`config.mk`:
```
export PLATFORM = sky130hd
export DESIGN_NAME = sfc_frontend
export DESIGN_NICKNAME = d
export VERILOG_FILES = /design/src/hw/sfc_pkg.sv /design/src/hw/sfc_frontend.sv
export SDC_FILE = /design/constraint.sdc
export NUM_CORES = 1
export LEC_CHECK = 0
export ABC_AREA = 1
export BUFFER_PORTS_ARGS = -buffer_cell sky130_fd_sc_hd__buf_2
export CORE_UTILIZATION = 40
export CTS_BUF_LIST = sky130_fd_sc_hd__clkbuf_16
export DETAILED_ROUTE_END_ITERATION = 7
export PLACE_DENSITY = 0.69
export SETUP_SLACK_MARGIN = 0.02
export SLEW_MARGIN = 20
export SYNTH_ARGS = -nofsm -noshare
export SYNTH_HDL_FRONTEND = slang
export SYNTH_SLANG_ARGS = --single-unit
export TNS_END_PERCENT = 5
```
`constraint.sdc`:
```
create_clock -name clock -period 3.9 [get_ports clock]
set_clock_uncertainty 0.1 [all_clocks]
set_input_delay 0.39 -clock clock [delete_from_list [all_inputs] [get_ports clock]]
set_output_delay 0.39 -clock clock [all_outputs]
set_load 0.1 [all_outputs]
```
`src/hw/sfc_pkg.sv`:
```
// Package for the serial flash command front end
package sfc_pkg;
    localparam logic [7:0] SFC_OP_WRITE_ENABLE_CMD   = 8'h06;
    localparam logic [7:0] SFC_OP_WRDI   = 8'h04;
    localparam logic [7:0] SFC_OP_VWREN  = 8'h50;
    localparam logic [7:0] SFC_OP_RDSR1  = 8'h05;
    localparam logic [7:0] SFC_OP_RDSR2  = 8'h35;
    localparam logic [7:0] SFC_OP_WRSR   = 8'h01;
    localparam logic [7:0] SFC_OP_WRSR2  = 8'h31;
    localparam logic [7:0] SFC_OP_WRCR   = 8'h11;
    localparam logic [7:0] SFC_OP_RDCR_A = 8'h45;
    localparam logic [7:0] SFC_OP_RDCR_B = 8'h15;
    localparam logic [7:0] SFC_OP_READ   = 8'h03;
    localparam logic [7:0] SFC_OP_FREAD  = 8'h0B;
    localparam logic [7:0] SFC_OP_DOREAD = 8'h3B;
    localparam logic [7:0] SFC_OP_QOREAD = 8'h6B;
    localparam logic [7:0] SFC_OP_DIOREAD = 8'hBB;
    localparam logic [7:0] SFC_OP_QIOREAD = 8'hEB;
    localparam logic [7:0] SFC_OP_QWREAD = 8'hE7;
    localparam logic [7:0] SFC_OP_WRAP   = 8'h77;
    localparam logic [7:0] SFC_OP_RDID   = 8'hAB;
    localparam logic [7:0] SFC_OP_SFDP   = 8'h5A;
    localparam logic [7:0] SFC_OP_PP     = 8'h02;
    localparam logic [7:0] SFC_OP_SE     = 8'h20;
    localparam logic [7:0] SFC_OP_DPD    = 8'hB9;
    localparam logic [7:0] SFC_SEC_HI    = 8'h00;
    localparam logic [7:0] SFC_SEC_1     = 8'h04;
    localparam logic [7:0] SFC_SEC_2     = 8'h08;
    localparam logic [7:0] SFC_SEC_3     = 8'h0C;
    localparam logic [7:0] SFC_DEV_ID    = 8'h5C; // Arbitrary value
    localparam logic [2:0] SFC_BIT_LAST  = 3'h7;
    localparam logic [5:0] SFC_ADDR_BITS = 6'h18;
    localparam logic [5:0] SFC_DUMMY_1B  = 6'h08;
    localparam logic [5:0] SFC_DUMMY_RDID = 6'h18;
    localparam logic [5:0] SFC_DUMMY_QIO = 6'h04;
    localparam logic [5:0] SFC_DUMMY_QW  = 6'h02;
    localparam logic [5:0] SFC_DUMMY_DIO = 6'h04;
    localparam logic [5:0] SFC_WRAP_CLK  = 6'h06;
    localparam logic [5:0] SFC_WRAP_CLKS = 6'h08;

    typedef enum logic [5:0] {
        SFC_IDLE  = 6'b000001,
        SFC_OPC   = 6'b000010,
        SFC_ADDR  = 6'b000100,
        SFC_DUMMY = 6'b001000,
        SFC_DIN   = 6'b010000,
        SFC_DOUT  = 6'b100000
    } sfc_state_e;

    typedef struct packed {
        logic [3:0] o;
        logic [3:0] oe;
    } sfc_lanes_s;

    typedef struct packed {
        logic       wr_status;
        logic [1:0] nbytes;
        logic [15:0] status;
        logic [7:0] config_reg;
    } sfc_wr_s;
endpackage

```
`src/hw/sfc_frontend.sv`:
```
// Command front end of a serial multi-lane flash
//
// Summary of operation
// - All fields shift most significant bit first
// - Input bits captured on rising serial clock
// - One opcode byte, then address or data
// - Reads may stop anywhere; then deselect
// - Write-type commands need whole byte count
// - Partial program byte: nothing, latch kept
// - Decode 06H, 04H, 50H without further bytes
// - 05H/35H stream status low/high byte
// - 01H takes one or two, 31H upper
// - 11H writes config; 45H/15H read it
// - 03H: three address bytes, no dummy
// - 0BH/3BH/6BH: address plus dummy byte
// - BBH, EBH, E7H: address then dummy
// - Dual output: odd bits lane 1
// - Quad I/O: four dummy clocks, upper nibble
// - Word read: two dummy clocks only
// - Security registers at 00H, 04H/08H/0CH
// - Wrap: seventh quad clock carries bits
// - ABH plus three dummies: wake, stream identifier
// - 5AH: address, dummy, stream parameter bytes
// - Ignore writes into protected array range
`timescale 1ns/1ps
module sfc_frontend
    import sfc_pkg::*;
(
    input  wire logic                clock,
    input  wire logic                reset,
    input  wire logic                sclk_pin,
    input  wire logic                select_n_pin,
    input  wire logic [3:0]          lane_in_pin,
    output sfc_pkg::sfc_lanes_s      lanes,
    input  wire logic [7:0]          rd_data,
    input  wire logic                range_protected,
    output logic                     rd_req,
    output logic [23:0]              rd_addr,
    output logic                     sec_hit,
    output logic [1:0]               sec_index,
    output logic                     write_latch_flag,
    output logic                     deep_power_down,
    output logic [7:0]               wrap_setting_byte,
    output logic                     exec_pulse,
    output logic [7:0]               exec_opcode,
    output logic [15:0]              status_q_out,
    output logic [7:0]               config_out
);
    import sfc_pkg::*;

    ////////////////////////////////////////////////////////////////////////////
    // Pin synchronisers; the first stage feeds only the second
    logic [5:0] s1_q, s2_q, s3_q;
    always_ff @(posedge clock) begin
        if (reset) begin
            // Idle pin levels (clock low, select high) so no false edge follows reset
            s1_q <= 6'h1F;
            s2_q <= 6'h1F;
            s3_q <= 6'h1F;
        end else begin
            s1_q <= {sclk_pin, select_n_pin, lane_in_pin};
            s2_q <= s1_q;
            s3_q <= s2_q;
        end
    end
    logic sel, rise, fall, desel;
    logic [3:0] din;
    assign sel   = ~s2_q[4];
    assign rise  = s2_q[5] & ~s3_q[5] & sel;
    assign fall  = ~s2_q[5] & s3_q[5] & sel;
    assign desel = s2_q[4] & ~s3_q[4];
    assign din   = s2_q[3:0];

    function automatic logic is_read(input logic [7:0] op);
        is_read = (op == SFC_OP_READ) || (op == SFC_OP_FREAD) || (op == SFC_OP_DOREAD)
               || (op == SFC_OP_QOREAD) || (op == SFC_OP_DIOREAD)
               || (op == SFC_OP_QIOREAD) || (op == SFC_OP_QWREAD) || (op == SFC_OP_SFDP);
    endfunction

    ////////////////////////////////////////////////////////////////////////////
    // Command state
    sfc_state_e st_q, st_d;
    logic [7:0]  op_q, op_d, sh_q, sh_d, ob_q, ob_d;
    logic [23:0] ad_q, ad_d;
    logic [5:0]  cnt_q, cnt_d;
    logic [2:0]  bit_q, bit_d;
    logic [2:0]  width_q, width_d;
    logic [15:0] clks_q, clks_d;
    logic [1:0]  nb_q, nb_d;
    logic        wel_q, wel_d, vwe_q, vwe_d, dpd_q, dpd_d, oe_q, oe_d, rq_q, rq_d;
    logic [15:0] stat_q, stat_d;
    logic [15:0] wdat_q, wdat_d;
    logic [7:0]  cfg_q, cfg_d, wrap_q, wrap_d, xop_q, xop_d;
    logic        xp_q, xp_d;

    always_comb begin
        logic [7:0] nsh;
        logic [7:0] srcb;
        nsh = sh_q;
        st_d = st_q; op_d = op_q; sh_d = sh_q; ob_d = ob_q; ad_d = ad_q;
        cnt_d = cnt_q; bit_d = bit_q; width_d = width_q; clks_d = clks_q;
        nb_d = nb_q; wel_d = wel_q; vwe_d = vwe_q; dpd_d = dpd_q; oe_d = oe_q;
        rq_d = 1'b0; stat_d = stat_q; wdat_d = wdat_q; cfg_d = cfg_q;
        wrap_d = wrap_q; xop_d = xop_q; xp_d = 1'b0;
        srcb = rd_data;
        if (op_q == SFC_OP_RDSR1) srcb = stat_q[7:0];
        else if (op_q == SFC_OP_RDSR2) srcb = stat_q[15:8];
        else if (op_q == SFC_OP_RDCR_A || op_q == SFC_OP_RDCR_B) srcb = cfg_q;
        else if (op_q == SFC_OP_RDID) srcb = SFC_DEV_ID;
        if (rise) begin
            clks_d = clks_q + 16'h0001;
            case (width_q)
                3'h4: nsh = {sh_q[3:0], din};
                3'h2: nsh = {sh_q[5:0], din[1:0]};
                default: nsh = {sh_q[6:0], din[0]};
            endcase
            sh_d = nsh;
        end
        case (st_q)
            SFC_IDLE: begin
                oe_d = 1'b0;
                if (sel) begin
                    st_d = SFC_OPC; bit_d = 3'h0; width_d = 3'h1; clks_d = 16'h0000;
                end
            end
            SFC_OPC: if (rise) begin
                bit_d = bit_q + 3'h1;
                if (bit_q == SFC_BIT_LAST) begin
                    op_d = nsh; cnt_d = 6'h00; bit_d = 3'h0; nb_d = 2'h0; st_d = SFC_IDLE;
                    if (dpd_q && nsh != SFC_OP_RDID) st_d = SFC_DUMMY;      // asleep: nothing executes, but read opcodes still stream after their dummy clocks
                    else if (is_read(nsh) || nsh == SFC_OP_PP || nsh == SFC_OP_SE) begin
                        st_d = SFC_ADDR;
                        if (nsh == SFC_OP_DIOREAD) width_d = 3'h2;
                        else if (nsh == SFC_OP_QIOREAD || nsh == SFC_OP_QWREAD)
                            width_d = 3'h4;
                    end else if (nsh == SFC_OP_RDSR1 || nsh == SFC_OP_RDSR2
                              || nsh == SFC_OP_RDCR_A || nsh == SFC_OP_RDCR_B) begin
                        st_d = SFC_DOUT; ob_d = 8'h00;
                    end else if (nsh == SFC_OP_RDID) begin
                        st_d = SFC_DUMMY; dpd_d = 1'b0;
                    end else if (nsh == SFC_OP_WRAP) begin
                        st_d = SFC_DUMMY; width_d = 3'h4;
                    end else if (nsh == SFC_OP_WRSR || nsh == SFC_OP_WRSR2
                              || nsh == SFC_OP_WRCR) begin
                        st_d = SFC_DIN;
                    end else if (nsh == SFC_OP_WRITE_ENABLE_CMD || nsh == SFC_OP_WRDI
                              || nsh == SFC_OP_VWREN || nsh == SFC_OP_DPD) begin
                        st_d = SFC_DIN;
                    end else st_d = SFC_DUMMY;
                end
            end
            SFC_ADDR: if (rise) begin
                cnt_d = cnt_q + {3'h0, width_q};
                ad_d = (width_q == 3'h4) ? {ad_q[19:0], din}
                     : (width_q == 3'h2) ? {ad_q[21:0], din[1:0]} : {ad_q[22:0], din[0]};
                if (cnt_q + {3'h0, width_q} == SFC_ADDR_BITS) begin
                    cnt_d = 6'h00;
                    if (op_q == SFC_OP_PP || op_q == SFC_OP_SE) begin
                        st_d = SFC_DIN; bit_d = 3'h0;
                    end else if (op_q == SFC_OP_READ) begin
                        st_d = SFC_DOUT; rq_d = 1'b1;
                    end else st_d = SFC_DUMMY;
                end
            end
            SFC_DUMMY: if (rise) begin
                cnt_d = cnt_q + 6'h01;
                if (op_q == SFC_OP_WRAP && cnt_q == SFC_WRAP_CLK)
                    wrap_d = {1'b0, din[2:0], 4'h0};
                if (is_read(op_q) || op_q == SFC_OP_RDID) begin
                    if ((op_q == SFC_OP_QIOREAD && cnt_q == SFC_DUMMY_QIO - 6'h01)
                     || (op_q == SFC_OP_QWREAD && cnt_q == SFC_DUMMY_QW - 6'h01)
                     || (op_q == SFC_OP_DIOREAD && cnt_q == SFC_DUMMY_DIO - 6'h01)
                     || (op_q == SFC_OP_RDID && cnt_q == SFC_DUMMY_RDID - 6'h01)
                     || (op_q != SFC_OP_RDID && cnt_q == SFC_DUMMY_1B - 6'h01)) begin
                        st_d = SFC_DOUT; rq_d = (op_q != SFC_OP_RDID);
                        width_d = (op_q == SFC_OP_DOREAD || op_q == SFC_OP_DIOREAD) ? 3'h2
                                : (op_q == SFC_OP_QOREAD || op_q == SFC_OP_QIOREAD
                                   || op_q == SFC_OP_QWREAD) ? 3'h4 : 3'h1;
                    end
                end
            end
            SFC_DIN: if (rise) begin
                bit_d = bit_q + 3'h1;
                if (bit_q == SFC_BIT_LAST) begin
                    if (nb_q != 2'h3) nb_d = nb_q + 2'h1;
                    wdat_d = (nb_q == 2'h0) ? {wdat_q[15:8], nsh} : {nsh, wdat_q[7:0]};
                end
            end
            SFC_DOUT: begin
                if (fall) begin
                    oe_d = 1'b1;
                    if (bit_q == 3'h0) ob_d = srcb;
                    else ob_d = (width_q == 3'h4) ? {ob_q[3:0], 4'h0}
                              : (width_q == 3'h2) ? {ob_q[5:0], 2'h0} : {ob_q[6:0], 1'b0};
                    bit_d = bit_q + width_q;
                    if (bit_q + width_q == 3'h0 && is_read(op_q)) begin
                        ad_d = ad_q + 24'h000001; rq_d = 1'b1;
                    end
                end
                if (bit_q == 3'h0 && fall) ob_d = srcb;
            end
            default: st_d = SFC_IDLE;
        endcase
        if (desel) begin
            st_d = SFC_IDLE; oe_d = 1'b0; width_d = 3'h1;
            if (clks_q[2:0] == 3'h0 && st_q == SFC_DIN && clks_q != 16'h0000) begin
                xp_d = 1'b1; xop_d = op_q;
                if (op_q == SFC_OP_WRITE_ENABLE_CMD) wel_d = 1'b1;
                else if (op_q == SFC_OP_WRDI) wel_d = 1'b0;
                else if (op_q == SFC_OP_VWREN) vwe_d = 1'b1;
                else if (op_q == SFC_OP_DPD) dpd_d = 1'b1;
                else if (op_q == SFC_OP_SE || op_q == SFC_OP_PP) begin
                    // A protected target is ignored and keeps the latch
                    if (wel_q && !range_protected && (op_q == SFC_OP_SE || nb_q != 2'h0))
                        wel_d = 1'b0;
                end else if ((wel_q || vwe_q) && nb_q != 2'h0) begin
                    if (op_q == SFC_OP_WRSR) begin
                        stat_d[7:0] = wdat_q[7:0];
                        if (nb_q == 2'h2) stat_d[15:8] = wdat_q[15:8];
                    end else if (op_q == SFC_OP_WRSR2) stat_d[15:8] = wdat_q[7:0];
                    else if (op_q == SFC_OP_WRCR) cfg_d = wdat_q[7:0];
                    wel_d = 1'b0;
                    vwe_d = 1'b0;
                end
            end
            // A partial program byte leaves the write latch alone
        end
    end

    always_ff @(posedge clock) begin
        if (reset) begin
            st_q    <= SFC_IDLE;
            op_q    <= 8'h00;
            sh_q    <= 8'h00;
            ob_q    <= 8'h00;
            ad_q    <= 24'h000000;
            cnt_q   <= 6'h00;
            bit_q   <= 3'h0;
            width_q <= 3'h1;
            clks_q  <= 16'h0000;
            nb_q    <= 2'h0;
            wel_q   <= 1'b0;
            vwe_q   <= 1'b0;
            dpd_q   <= 1'b0;
            oe_q    <= 1'b0;
            rq_q    <= 1'b0;
            stat_q  <= 16'h0000;
            wdat_q  <= 16'h0000;
            cfg_q   <= 8'h00;
            wrap_q  <= 8'h00;
            xop_q   <= 8'h00;
            xp_q    <= 1'b0;
        end else begin
            st_q    <= st_d;
            op_q    <= op_d;
            sh_q    <= sh_d;
            ob_q    <= ob_d;
            ad_q    <= ad_d;
            cnt_q   <= cnt_d;
            bit_q   <= bit_d;
            width_q <= width_d;
            clks_q  <= clks_d;
            nb_q    <= nb_d;
            wel_q   <= wel_d;
            vwe_q   <= vwe_d;
            dpd_q   <= dpd_d;
            oe_q    <= oe_d;
            rq_q    <= rq_d;
            stat_q  <= stat_d;
            wdat_q  <= wdat_d;
            cfg_q   <= cfg_d;
            wrap_q  <= wrap_d;
            xop_q   <= xop_d;
            xp_q    <= xp_d;
        end
    end

    ////////////////////////////////////////////////////////////////////////////
    // Outputs: lane mapping follows the bus width of the data phase
    always_comb begin
        lanes.o  = 4'h0;
        lanes.oe = 4'h0;
        if (oe_q && sel) begin
            if (width_q == 3'h4) begin
                lanes.o = ob_q[7:4]; lanes.oe = 4'hF;
            end else if (width_q == 3'h2) begin
                lanes.o = {2'h0, ob_q[7:6]}; lanes.oe = 4'h3;
            end else begin
                lanes.o = {2'h0, ob_q[7], 1'b0}; lanes.oe = 4'h2;
            end
        end
    end
    assign rd_req            = rq_q;
    assign rd_addr           = ad_q;
    assign sec_hit           = (ad_q[23:16] == SFC_SEC_HI) && (ad_q[15:8] == SFC_SEC_1
                             || ad_q[15:8] == SFC_SEC_2 || ad_q[15:8] == SFC_SEC_3);
    assign sec_index         = ad_q[11:10];
    assign write_latch_flag  = wel_q;
    assign deep_power_down   = dpd_q;
    assign wrap_setting_byte = wrap_q;
    assign exec_pulse        = xp_q;
    assign exec_opcode       = xop_q;
    assign status_q_out      = stat_q;
    assign config_out        = cfg_q;
endmodule // sfc_frontend

```
# Word-level counts from Yosys, hierarchy flattened
# Index checks and enable logic that the tools add are counted.
# totals
ff_bits	159
inputBits	17
out_inout_bits	79
elab_cells	365
# op_classes
addsub	7
n_eq_ne	96
n_mux	123
bitwise_logic	19
n_reduce_logical	94
# ops
operator	count
$mux 8	20
$mux 24	5
$mux 6	18
$eq 8x7->1 const B	10
$eq 8x8->1 const B	10
$mux 3	23
$eq 8x6->1 const B	8
$eq 8x3->1 const B	7
$mux 16	3
$pmux 24 s2	1
$logic_or 1x1->1	39
$ne 2x2->1 const B	19
$mux 1	34
$eq 8x2->1 const B	4
$eq 8x4->1 const B	4
$eq 8x5->1 const B	4
$pmux 8 s2	2
$pmux 6 s5	1
$mux 5	5
$add 24x1->24 const B	1
$eq 6x3->1 const B	3
$eq 6x5->1 const B	3
$ne 3x3->1 const B	6
$pmux 6 s3	1
other kinds (48)	108

# Depth between registers and ports, before layout
# Gate-level depths: netlist of the first run.
# logic_depth
ltp_word	25
depth_mapped	18
ltp_nobuf	18

# Worst setup path before layout of the first run
# No wires, ideal clock.
# synth_path
path_type	register -> output
from	register s2_q[4]
to	output lanes[4] (netlist name)
arrival_time_ns	6.755
setup_slack_ns	-3.345
stages_incl_launch_ff	4
path_cell_list	dfxtp_1 > nor2_1 > inv_1 > a2111oi_0
# synth_lines
element	line_no	source
from (decl)	sfc_frontend.sv:53	logic [5:0] s1_q, s2_q, s3_q;
from (signal assigned)	sfc_frontend.sv:62	s2_q <= s1_q;
to (decl)	sfc_frontend.sv:34	output sfc_pkg::sfc_lanes_s lanes,

==> impl_metrics.py, run 1 <==
metrics = {
    "power_and_ir_drop": {
        "p_sw_w": 0.0009971,
        "p_seq_share_pct": 45.8,
        "p_leak_nw": 4.531,
        "p_int_w": 0.002523,
        "swShare_pct": 28.33,
        "max-vdd-ir-drop_mv": 0.2588,
        "power_density_nw_per_um2": 325.2,
        "power_frac_comb_pct": 6.3,
        "p_clk_share_pct": 47.8,
    },
    "cts": {
        "clkSinkCount": 155,
        "cts_hold_buf": 0,
        "clk_latency_ps": 430,
        "path_clk_slew_ps": 70,
        "cts_buffers": 17,
        "cts_buffer_depth": 2,
        "clockRootBuffer": "clkbuf_16",
        "ctsResizeCount": 0,
        "cts_tree": "done",
        "htree_levels": 4,
        "post_cts.repair.setup_buffers": 0,
    },
    "run_status": {
        "status": "finished, final reports clean",
    },
    "drt": {
        "drc": 0,
        "ant_nets": 0,
        "viasPerCell": 5.513,
        "vias": 10060,
        "wl_per_cell_um": 15.85,
        "dr.pass1.iters": 6,
        "first_iter_violations": 947,
        "wl_mm": 28.93,
    },
    "place": {
        "dpl_cell_area_sq_um": 10220,
        "port_buffers": 90,
        "dpl.hpwl_mm": 20.91,
        "pre_cts_ws_ps": 903.2,
        "place_congestion": 0.9519,
    },
    "global_routing": {
        "grt_pass1_vias": 8897,
        "grt_max_degree": 64,
        "grt_usage_pct": 23.70,
        "grt_pass1_wl_mm": 45.99,
        "overflow": 0,
        "antenna_found_initial": 0,
    },
    "floorplan": {
        "row_count": 56,
        "dieArea_sq_um": 24750,
        "io_pins": 96,
        "start_util_pct": 40.99,
        "core-area_sq_um": 23540,
        "die_h_um": 157.3,
        "die_w_um": 157.3,
    },
    "setup_path": {
        "cp_num_buf_inv": 1,
        "cp_data_arrival_time_ps": 2690,
        "crit_fanout": 56,
        "slowest_delay_ps": 710,
        "critPathKind": "reg -> out",
        "endpoint_kind": "output pin",
        "cp_cell_sequence": "nor2_4 > nand2_4 > nor2_1 > a2111oi_2 > buf_2",
        "start_kind": "register",
        "critPathRequiredTime_ps": 3410,
        "slowest_stage": "dfxtp_1",
        "crit_family": "flip-flops",
    },
    "synth": {
        "ys_seq_elements": 155,
        "yosysSeqAreaShare_pct": 32.15,
        "syn_area_per_cell_sq_um": 6.692,
        "synth-edff-count": 0,
        "netlist_area_sq_um": 9651,
        "synth_cells": 1442,
        "synth_ff_type": "dfxtp_1",
        "ys_warn_count": 0,
        "synth.distinct_cells": 57,
        "synthArstFlopShare_pct": 0,
    },
    "timing": {
        "period_share_pct": 81.49,
        "finalHoldViolCount": 0,
        "setup_viol": 0,
        "tightest_slew_ps": 1068,
        "slew_headroom_pct": 28.79,
        "slew_viol_final": 0,
        "period_needed_ps": 3178,
        "layout_setup_ws_ps": 721.9,
        "fmax_mhz": 314.6,
        "rsz0062_at_grt": "false",
    },
    "hold_path": {
        "holdCritPathClass": "in -> reg",
    },
    "layout": {
        "nFillCells": 2491,
        "multiInputGateArea_sq_um": 5503,
        "synthToLayoutAreaGrowth_pct": 12.15,
        "final_common_cell": "nand2_1",
        "final_nets": 1528,
        "final_cell_mix": "nand2_1, inv_1, o21ai_0",
        "antenna_cells": 0,
        "final_core_util_pct": 45.97,
        "drive_above_1_share_pct": 14.54,
        "stdcell_area_sq_um": 10820,
        "final-seq-area_sq_um": 3103,
    },
    "flow_run": {
        "maxCapViolCount": 0,
    },
}
==> flip-flops by register name (all words and copies together) (netlist names), 2 cells and up, named ones only <==
name and cells:
bit_q 3, cnt_q 6, config_out 8, exec_opcode 8, nb_q 2, ob_q 8, op_q 8, rd_addr 24
s1_q 6, s2_q 6, s3_q 2, sh_q 8, st_q 6, status_q_out 16, wdat_q 16, width_q 3
wrap_setting_byte 3
==> cells in the mapped netlist (all sizes together) (3+ instances only) <==
cell type | count | area [sq um]
ha | 16 | 200.2
a211oi | 19 | 142.6
nor2 | 170 | 705.7
nor4 | 11 | 68.82
dfxtp | 155 | 3103
o21bai | 4 | 30.03
inv | 191 | 716.9
and3 | 5 | 31.28
o22ai | 15 | 93.84
nand3b | 3 | 22.52
nand2 | 244 | 1021
a31oi | 19 | 118.9
nand4 | 27 | 168.9
mux2 | 6 | 67.56
o211ai | 15 | 117.6
a22oi | 4 | 30.03
buf | 26 | 187.7
nand3 | 90 | 528.0
nor3 | 40 | 226.5
o21ai | 174 | 874.6
a221oi | 4 | 35.03
xor2 | 8 | 70.07
a21oi | 109 | 553.0
o221ai | 12 | 105.1
clkbuf | 43 | 161.4
or2 | 11 | 68.82
==> kinds of logic (layout without fill, tap and decap cells) <==
| family | count (synthesis) | count (layout) | share of synthesized area, % |
|---|---|---|---|
| AND/OR/NAND/NOR | 605 | 605 | 29.74 |
| other | 1 | 5 | 0.03886 |
| adder cells (fa/ha/maj) | 18 | 18 | 2.489 |
| buffers and inverters | 260 | 320 | 11.05 |
| multiplexers | 6 | 6 | 0.7001 |
| XOR/XNOR | 10 | 10 | 0.9076 |
| AO/OA/AOI/OAI | 387 | 387 | 22.92 |
| flip-flops | 155 | 155 | 32.15 |
==> final timing paths <==
kind	startpoint	endpoint	slack [ps]	cells past startpoint
max	width_q[1]	lanes[4]	720	5
min	lane_in_pin[2]	s1_q[2]	40	2
max reg2reg	width_q[1]	width_q[2]	880	18
min reg2reg	s1_q[2]	s2_q[2]	310	1
==> power by group through the flow <==
stage | clock [W] | combinational (W) | sequential [W]
2_1_floorplan | 0 | 0.000170 | 0.00164
3_3_place_gp | 0 | 0.000219 | 0.00165
3_5_place_dp | 0 | 0.000220 | 0.00165
4_1_cts | 0.00171 | 0.000221 | 0.00161
5_1_grt | 0.00178 | 0.000250 | 0.00161
6_report | 0.00168 | 0.000223 | 0.00161
==> stage by stage <==
stage               hold WS (ps)  TNS (ps)  power, W  std cells
floorplan                  288.3     -2632  0.001812       1446
global placement           293.8         0  0.001868       1793
detailed placement         296.7         0  0.001870       1793
CTS                        21.24         0  0.003545       1825
global route               26.38         0  0.003644       1825
finish                     36.71         0  0.003520       1825
==> metal layers <==
metal | track usage, % | up-vias | routed length, um
met3 | 3.662 | 48 | 1882
met4 | 9.154 | 0 | 728
met5 | 0 | - | 0
met1 | 32.19 | 4614 | 13360
li1 | - | 4973 | -
met2 | 37.51 | 426 | 12960
==> worst reg2reg max path: cells and delay by family (launching register included) <==
| kind | cells | cell delay (ps) |
|---|---|---|
| buffers and inverters | 2 | 170 |
| DFF | 1 | 710 |
| and+or+nand+nor | 16 | 1990 |
==> final cells by class <==
type                    count  share of cell area, %
clock buffers              17                  3.931
clock inverters            15                  1.595
inverters                 191                  6.624
multi-input cells        1031                  50.84
flip-flops and latches    155                  28.67
well taps                 319                  3.688
repair buffers             97                  4.647
(Power assumes the default switching activity.)
==> run 2, diff against run 1 <==
Settings changed: PLACE_DENSITY 0.69 to 0.71.
Clock period 3.9 ns to 2.81 ns, I/O delays scaled along.
==> impl_metrics.py, run 2 (synthesized netlist as in run 1, its figures left out) <==
metrics = {
    "place": {
        "port_buffers": 90,
        "post-place-cells": 1823,
        "dpl.hpwl_mm": 21.30,
        "pre_cts_ws_ps": 80.53,
        "place_congestion": 0.9636,
        "dpl_cell_area_sq_um": 10570,
    },
    "run_status": {
        "status": "finished, final reports clean",
    },
    "global_routing": {
        "grt_pass1_wl_mm": 47.06,
        "grt_pass1_vias": 9244,
        "grt_usage_pct": 23.86,
        "overflow": 0,
        "grt_max_degree": 89,
        "antenna_found_initial": 0,
    },
    "timing": {
        "rsz0062_at_grt": "true",
        "layout_setup_ws_ps": 158.9,
        "tightest_slew_ps": 646.5,
        "period_needed_ps": 2651,
        "setup_viol": 0,
        "period_share_pct": 94.35,
        "fmax_mhz": 377.2,
        "finalHoldViolCount": 0,
        "hold_ws_ps": 267.4,
        "slew_headroom_pct": 56.90,
        "slew_viol_final": 0,
    },
    "cts": {
        "clkSinkCount": 155,
        "cts_buffers": 17,
        "htree_levels": 4,
        "path_clk_slew_ps": 70,
        "cts_buffer_depth": 2,
        "cts_tree": "done",
        "clockRootBuffer": "clkbuf_16",
        "clk_latency_ps": 440,
    },
    "power_and_ir_drop": {
        "p_seq_share_pct": 45.2,
        "power_density_nw_per_um2": 437.5,
        "p_clk_share_pct": 48.0,
        "power_frac_comb_pct": 6.9,
        "p_sw_w": 0.001408,
        "max-vdd-ir-drop_mv": 0.3826,
        "p_int_w": 0.003535,
        "swShare_pct": 28.49,
        "p_leak_nw": 4.778,
    },
    "floorplan": {
        "core-area_sq_um": 23540,
        "dieArea_sq_um": 24750,
        "io_pins": 96,
        "row_count": 56,
        "die_w_um": 157.3,
        "die_h_um": 157.3,
        "start_util_pct": 40.99,
    },
    "layout": {
        "largest_reg_flops": 24,
        "stdcell_area_sq_um": 11300,
        "drive_above_1_share_pct": 17.01,
        "layoutNonFillerInstCount": 1865,
        "final_common_cell": "nand2_1",
        "antenna_cells": 0,
        "synthToLayoutAreaGrowth_pct": 17.07,
        "final_nets": 1568,
        "final_cell_mix": "nand2_1, inv_1, o21ai_0",
    },
    "setup_path": {
        "endpoint_kind": "output pin",
        "cp_cell_sequence": "buf_4 > nor2_4 > nand2_4 > buf_4 > nor2_1 > a2111oi_4 > buf_12",
        "crit_fanout": 36,
        "worst_path_most_repeated_cell": "buf_4",
        "critPathRequiredTime_ps": 2430,
        "critPathKind": "reg -> out",
        "cp_num_buf_inv": 3,
        "crit_family": "buffers and inverters",
        "startpoint": "width_q[0]",
        "cp_data_arrival_time_ps": 2270,
        "slowest_stage": "buf_4",
        "start_kind": "register",
        "slowest_delay_ps": 410,
        "rr_startpoint": "cnt_q[0]",
    },
    "drt": {
        "vias": 10140,
        "first_iter_violations": 974,
        "ant_nets": 0,
        "wl_mm": 28.99,
        "wl_per_cell_um": 15.54,
        "drc": 0,
        "dr.pass1.iters": 5,
        "viasPerCell": 5.438,
    },
    "hold_path": {
        "holdCritPathClass": "in -> reg",
        "hp-start": "reset",
    },
    "flow_run": {
        "maxCapViolCount": 0,
    },
}
-- run 2: per-layer routing --
layer  up-vias  GRT usage [%]  part of all wire [%]
met4         0          8.137                   2.3
met5         -              0                     0
met3        42          4.075                   6.4
met1      4691          31.80                    46
met2       355          38.71                    45
li1       5053              -                     -
-- run 2: layout make-up --
class / instances / area (sq um)
clock buffers: 17 / 425.4
clock inverters: 15 / 198.9
fillers: 2494 / 12240
inverters: 191 / 719.4
multi-input cells: 1031 / 5580
flip-flops and latches: 155 / 3104
well taps: 319 / 399.1
repair buffers: 137 / 870.8
-- run 2: final timing paths --
| kind | depth (start not counted) | to | slack (ps) |
|---|---|---|---|
| setup / recovery | 7 | lanes[4] | 160 |
| hold reg to reg | 1 | s2_q[2] | 320 |
| setup reg to reg | 12 | st_q[5] | 190 |
| hold / removal | 2 | s3_q[5] | 270 |
-- run 2: per-stage QoR --
| stage | setup TNS, ps | power, W | utilization (%) |
|---|---|---|---|
| final | 0 | 0.004943 | 47.99 |
| after global routing | -3.747 | 0.005117 | 47.99 |
| after CTS | 0 | 0.004976 | 47.81 |
| after detailed placement | 0 | 0.002612 | 44.90 |
| after global placement | 0 | 0.002609 | 44.90 |
| after floorplan | -552.2 | 0.002515 | - |
-- run 2: repair_timing --
action                                  in CTS  in global routing
endpoints found under the setup margin       0                 18
hold buffers                                 6                  0
endpoints found under the hold margin        6                  0
setup buffers                                0                  4
gates resized for setup                      0                  6
-- run 2: power by group through the flow --
| stage | combinational, W | sequential, W | clock [W] |
|---|---|---|---|
| 2_1_floorplan | 0.000236 | 0.00228 | 0 |
| 3_3_place_gp | 0.000326 | 0.00228 | 0 |
| 3_5_place_dp | 0.000327 | 0.00228 | 0 |
| 4_1_cts | 0.000335 | 0.00223 | 0.00241 |
| 5_1_grt | 0.000374 | 0.00224 | 0.00251 |
| 6_report | 0.000339 | 0.00223 | 0.00237 |
-- run 2: worst register-to-register path, delay by kind of cell (launching register included) --
kind	cells	cell delay, ps
AOI/OAI and AO/OA	3	460
adders and majority gates	2	590
and+or+nand+nor	5	800
buffers and inverters	1	50
DFF	1	430
xor gates and xnor gates	1	110
==> run 3, diff against run 2 <==
Settings changed: ABC_AREA 1 to default.
==> impl_metrics.py, run 3 <==
metrics = {
    "power_and_ir_drop": {
        "p_leak_nw": 4.662,
        "power_density_nw_per_um2": 418.3,
        "totalPowerFinal_w": 0.005072,
        "max-vdd-ir-drop_mv": 0.3454,
    },
    "setup_path": {
        "critPathKind": "reg -> reg",
        "critPathRequiredTime_ps": 3010,
        "endpoint_kind": "register",
        "r2r_slack_ps": -210,
        "start_kind": "register",
        "cp_data_arrival_time_ps": 3210,
        "crit_fanout": 43,
    },
    "synth": {
        "yosysTopAreaCell": "dfxtp_1",
        "synth_ff_type": "dfxtp_1",
        "synth.distinct_cells": 86,
        "synthTopCellsByCount": "nor2_1, dfxtp_1, nand2_1",
        "syn_area_per_cell_sq_um": 7.756,
        "ys_seq_elements": 155,
        "synth.top_cell.area_share_pct": 32.98,
        "synthArstFlopShare_pct": 0,
        "yosysSeqAreaShare_pct": 32.98,
        "synth-edff-count": 0,
        "synth_area_leaders": "dfxtp_1, mux2i_1, nor2_1",
        "synth_cells": 1213,
        "synth_most_common_cell": "nor2_1",
        "ys_warn_count": 0,
        "netlist_area_sq_um": 9408,
    },
    "timing": {
        "rsz0062_at_grt": "true",
        "hold_ws_ps": 263.4,
        "period_share_pct": 107.4,
        "slew_headroom_pct": 45.59,
        "layout_setup_ws_ps": -207.4,
        "tightest_slew_ps": 813.6,
        "fmax_mhz": 331.4,
        "setup_viol": 51,
        "finalHoldViolCount": 0,
        "slew_viol_final": 0,
        "period_needed_ps": 3017,
    },
    "layout": {
        "final-seq-area_sq_um": 3110,
        "multiInputGateArea_sq_um": 6140,
        "final_cell_mix": "nor2_1, buf_4, dfxtp_1",
        "layoutNonFillerInstCount": 1727,
        "largest_reg_flops": 24,
        "drive_above_1_share_pct": 26.66,
        "synthToLayoutAreaGrowth_pct": 28.87,
        "final_nets": 1436,
        "nFillCells": 2150,
        "final_common_cell": "nor2_1",
        "antenna_cells": 0,
    },
    "drt": {
        "drc": 0,
        "wl_per_cell_um": 16.18,
        "vias": 9829,
        "first_iter_violations": 800,
        "ant_nets": 0,
        "viasPerCell": 5.691,
        "dr.pass1.iters": 5,
        "wl_mm": 27.95,
    },
    "place": {
        "dpl.hpwl_mm": 19.79,
        "port_buffers": 90,
        "place_congestion": 0.9149,
        "post-place-cells": 1675,
        "pre_cts_ws_ps": -462.8,
    },
    "floorplan": {
        "die_h_um": 155.4,
        "core-area_sq_um": 22850,
        "io_pins": 96,
        "row_count": 55,
        "die_w_um": 155.4,
        "start_util_pct": 41.18,
        "dieArea_sq_um": 24140,
    },
    "global_routing": {
        "overflow": 0,
        "grt_usage_pct": 22.95,
        "grt_pass1_wl_mm": 45.17,
        "antenna_found_initial": 0,
        "grt_max_degree": 59,
        "grt_pass1_vias": 8948,
    },
    "cts": {
        "cts_buffer_depth": 2,
        "clk_latency_ps": 430,
        "clockRootBuffer": "clkbuf_16",
        "cts_tree": "done",
        "cts_buffers": 17,
        "path_clk_slew_ps": 70,
        "clkSinkCount": 155,
        "htree_levels": 4,
    },
    "hold_path": {
        "holdCritPathClass": "in -> reg",
    },
    "run_status": {
        "violations": "setup timing",
        "status": "finished, violations left",
    },
    "flow_run": {
        "maxCapViolCount": 0,
    },
}
## run 3: cell types whose count changed in the layout (fill, tap and decap cells not counted), moves of 27 or more
| cell | change |
|---|---|
| nor2_1 | +37 |
| nand3_1 | -40 |
| a211oi_1 | +27 |
| o21ai_0 | -110 |
| inv_1 | -159 |
| buf_4 | +119 |
| mux2i_1 | +70 |
| nand2_1 | -113 |
## run 3: cell type report
type,instances,area share (%)
repair buffers,260,15.34
clock inverters,15,0.9185
clock buffers,17,3.509
multi-input cells,944,50.64
flip-flops and latches,155,25.66
well taps,313,3.230
inverters,23,0.7121
## run 3: timing repair
action / CTS / global route
endpoints found under the setup margin: 74 / 74
hold buffers: 6 / 0
resized for setup: 28 / 46
endpoints found under the hold margin: 6 / 0
pin swaps: 17 / 16
buffers inserted: 7 / 6
gates cloned: 0 / 1
## run 3: path summary, 6_finish.rpt
path,startpoint,to,depth (start not counted)
hold / removal,reset,bit_q[2],2
setup reg to reg,width_q[0],rd_addr[4],13
setup / recovery,width_q[0],rd_addr[4],13
hold reg to reg,s1_q[0],s2_q[0],1
## run 3: where the power goes
part           internal, W  leakage (nW)  total [W]  switching [W]
clock network      0.00114         0.251    0.00214        0.00100
logic             0.000291          3.16   0.000689       0.000398
registers          0.00222          1.25    0.00224      0.0000230
total              0.00365          4.66    0.00507        0.00142
## run 3: through the flow
step / instance area [sq um] / TNS, ps / utilization [%]
global route: 12120 / -15780 / 53.07
floorplan: 9428 / -13830 / -
CTS: 11830 / -4873 / 51.78
detailed placement: 11060 / -12170 / 48.42
finish: 12120 / -6743 / 53.07
global placement: 11060 / -8956 / 48.42
## run 3: cell families after synthesis
group	count (synthesis)	synth area share, %
XOR/XNOR	11	1.024
flip-flops	155	32.98
other	1	0.03986
adder cells (fa/ha/maj)	18	2.554
AO/OA/AOI/OAI	310	22.12
buffers and inverters	118	5.559
multiplexers	72	7.674
AND/OR/NAND/NOR	528	28.05
## run 3: worst max-delay path, cell delays in order, from the launching register on
cell	delay, ps
dfxtp_2	340
buf_4	220
ha_1	220
fa_1	400
xnor2_2	170
xnor2_1	160
nor4_2	230
buf_4	180
nand2_1	80
a21oi_4	180
buf_12	210
o21ai_0	110
a22oi_1	180
nor2_1	60
## run 3: routing by layer
metal | vias up | wire (um) | GRT usage [%]
li1 | 4783 | - | -
met1 | 4669 | 12520 | 30.67
met2 | 329 | 13130 | 36.60
met3 | 48 | 1486 | 3.120
met4 | 0 | 807 | 10.69
met5 | - | 0 | 0
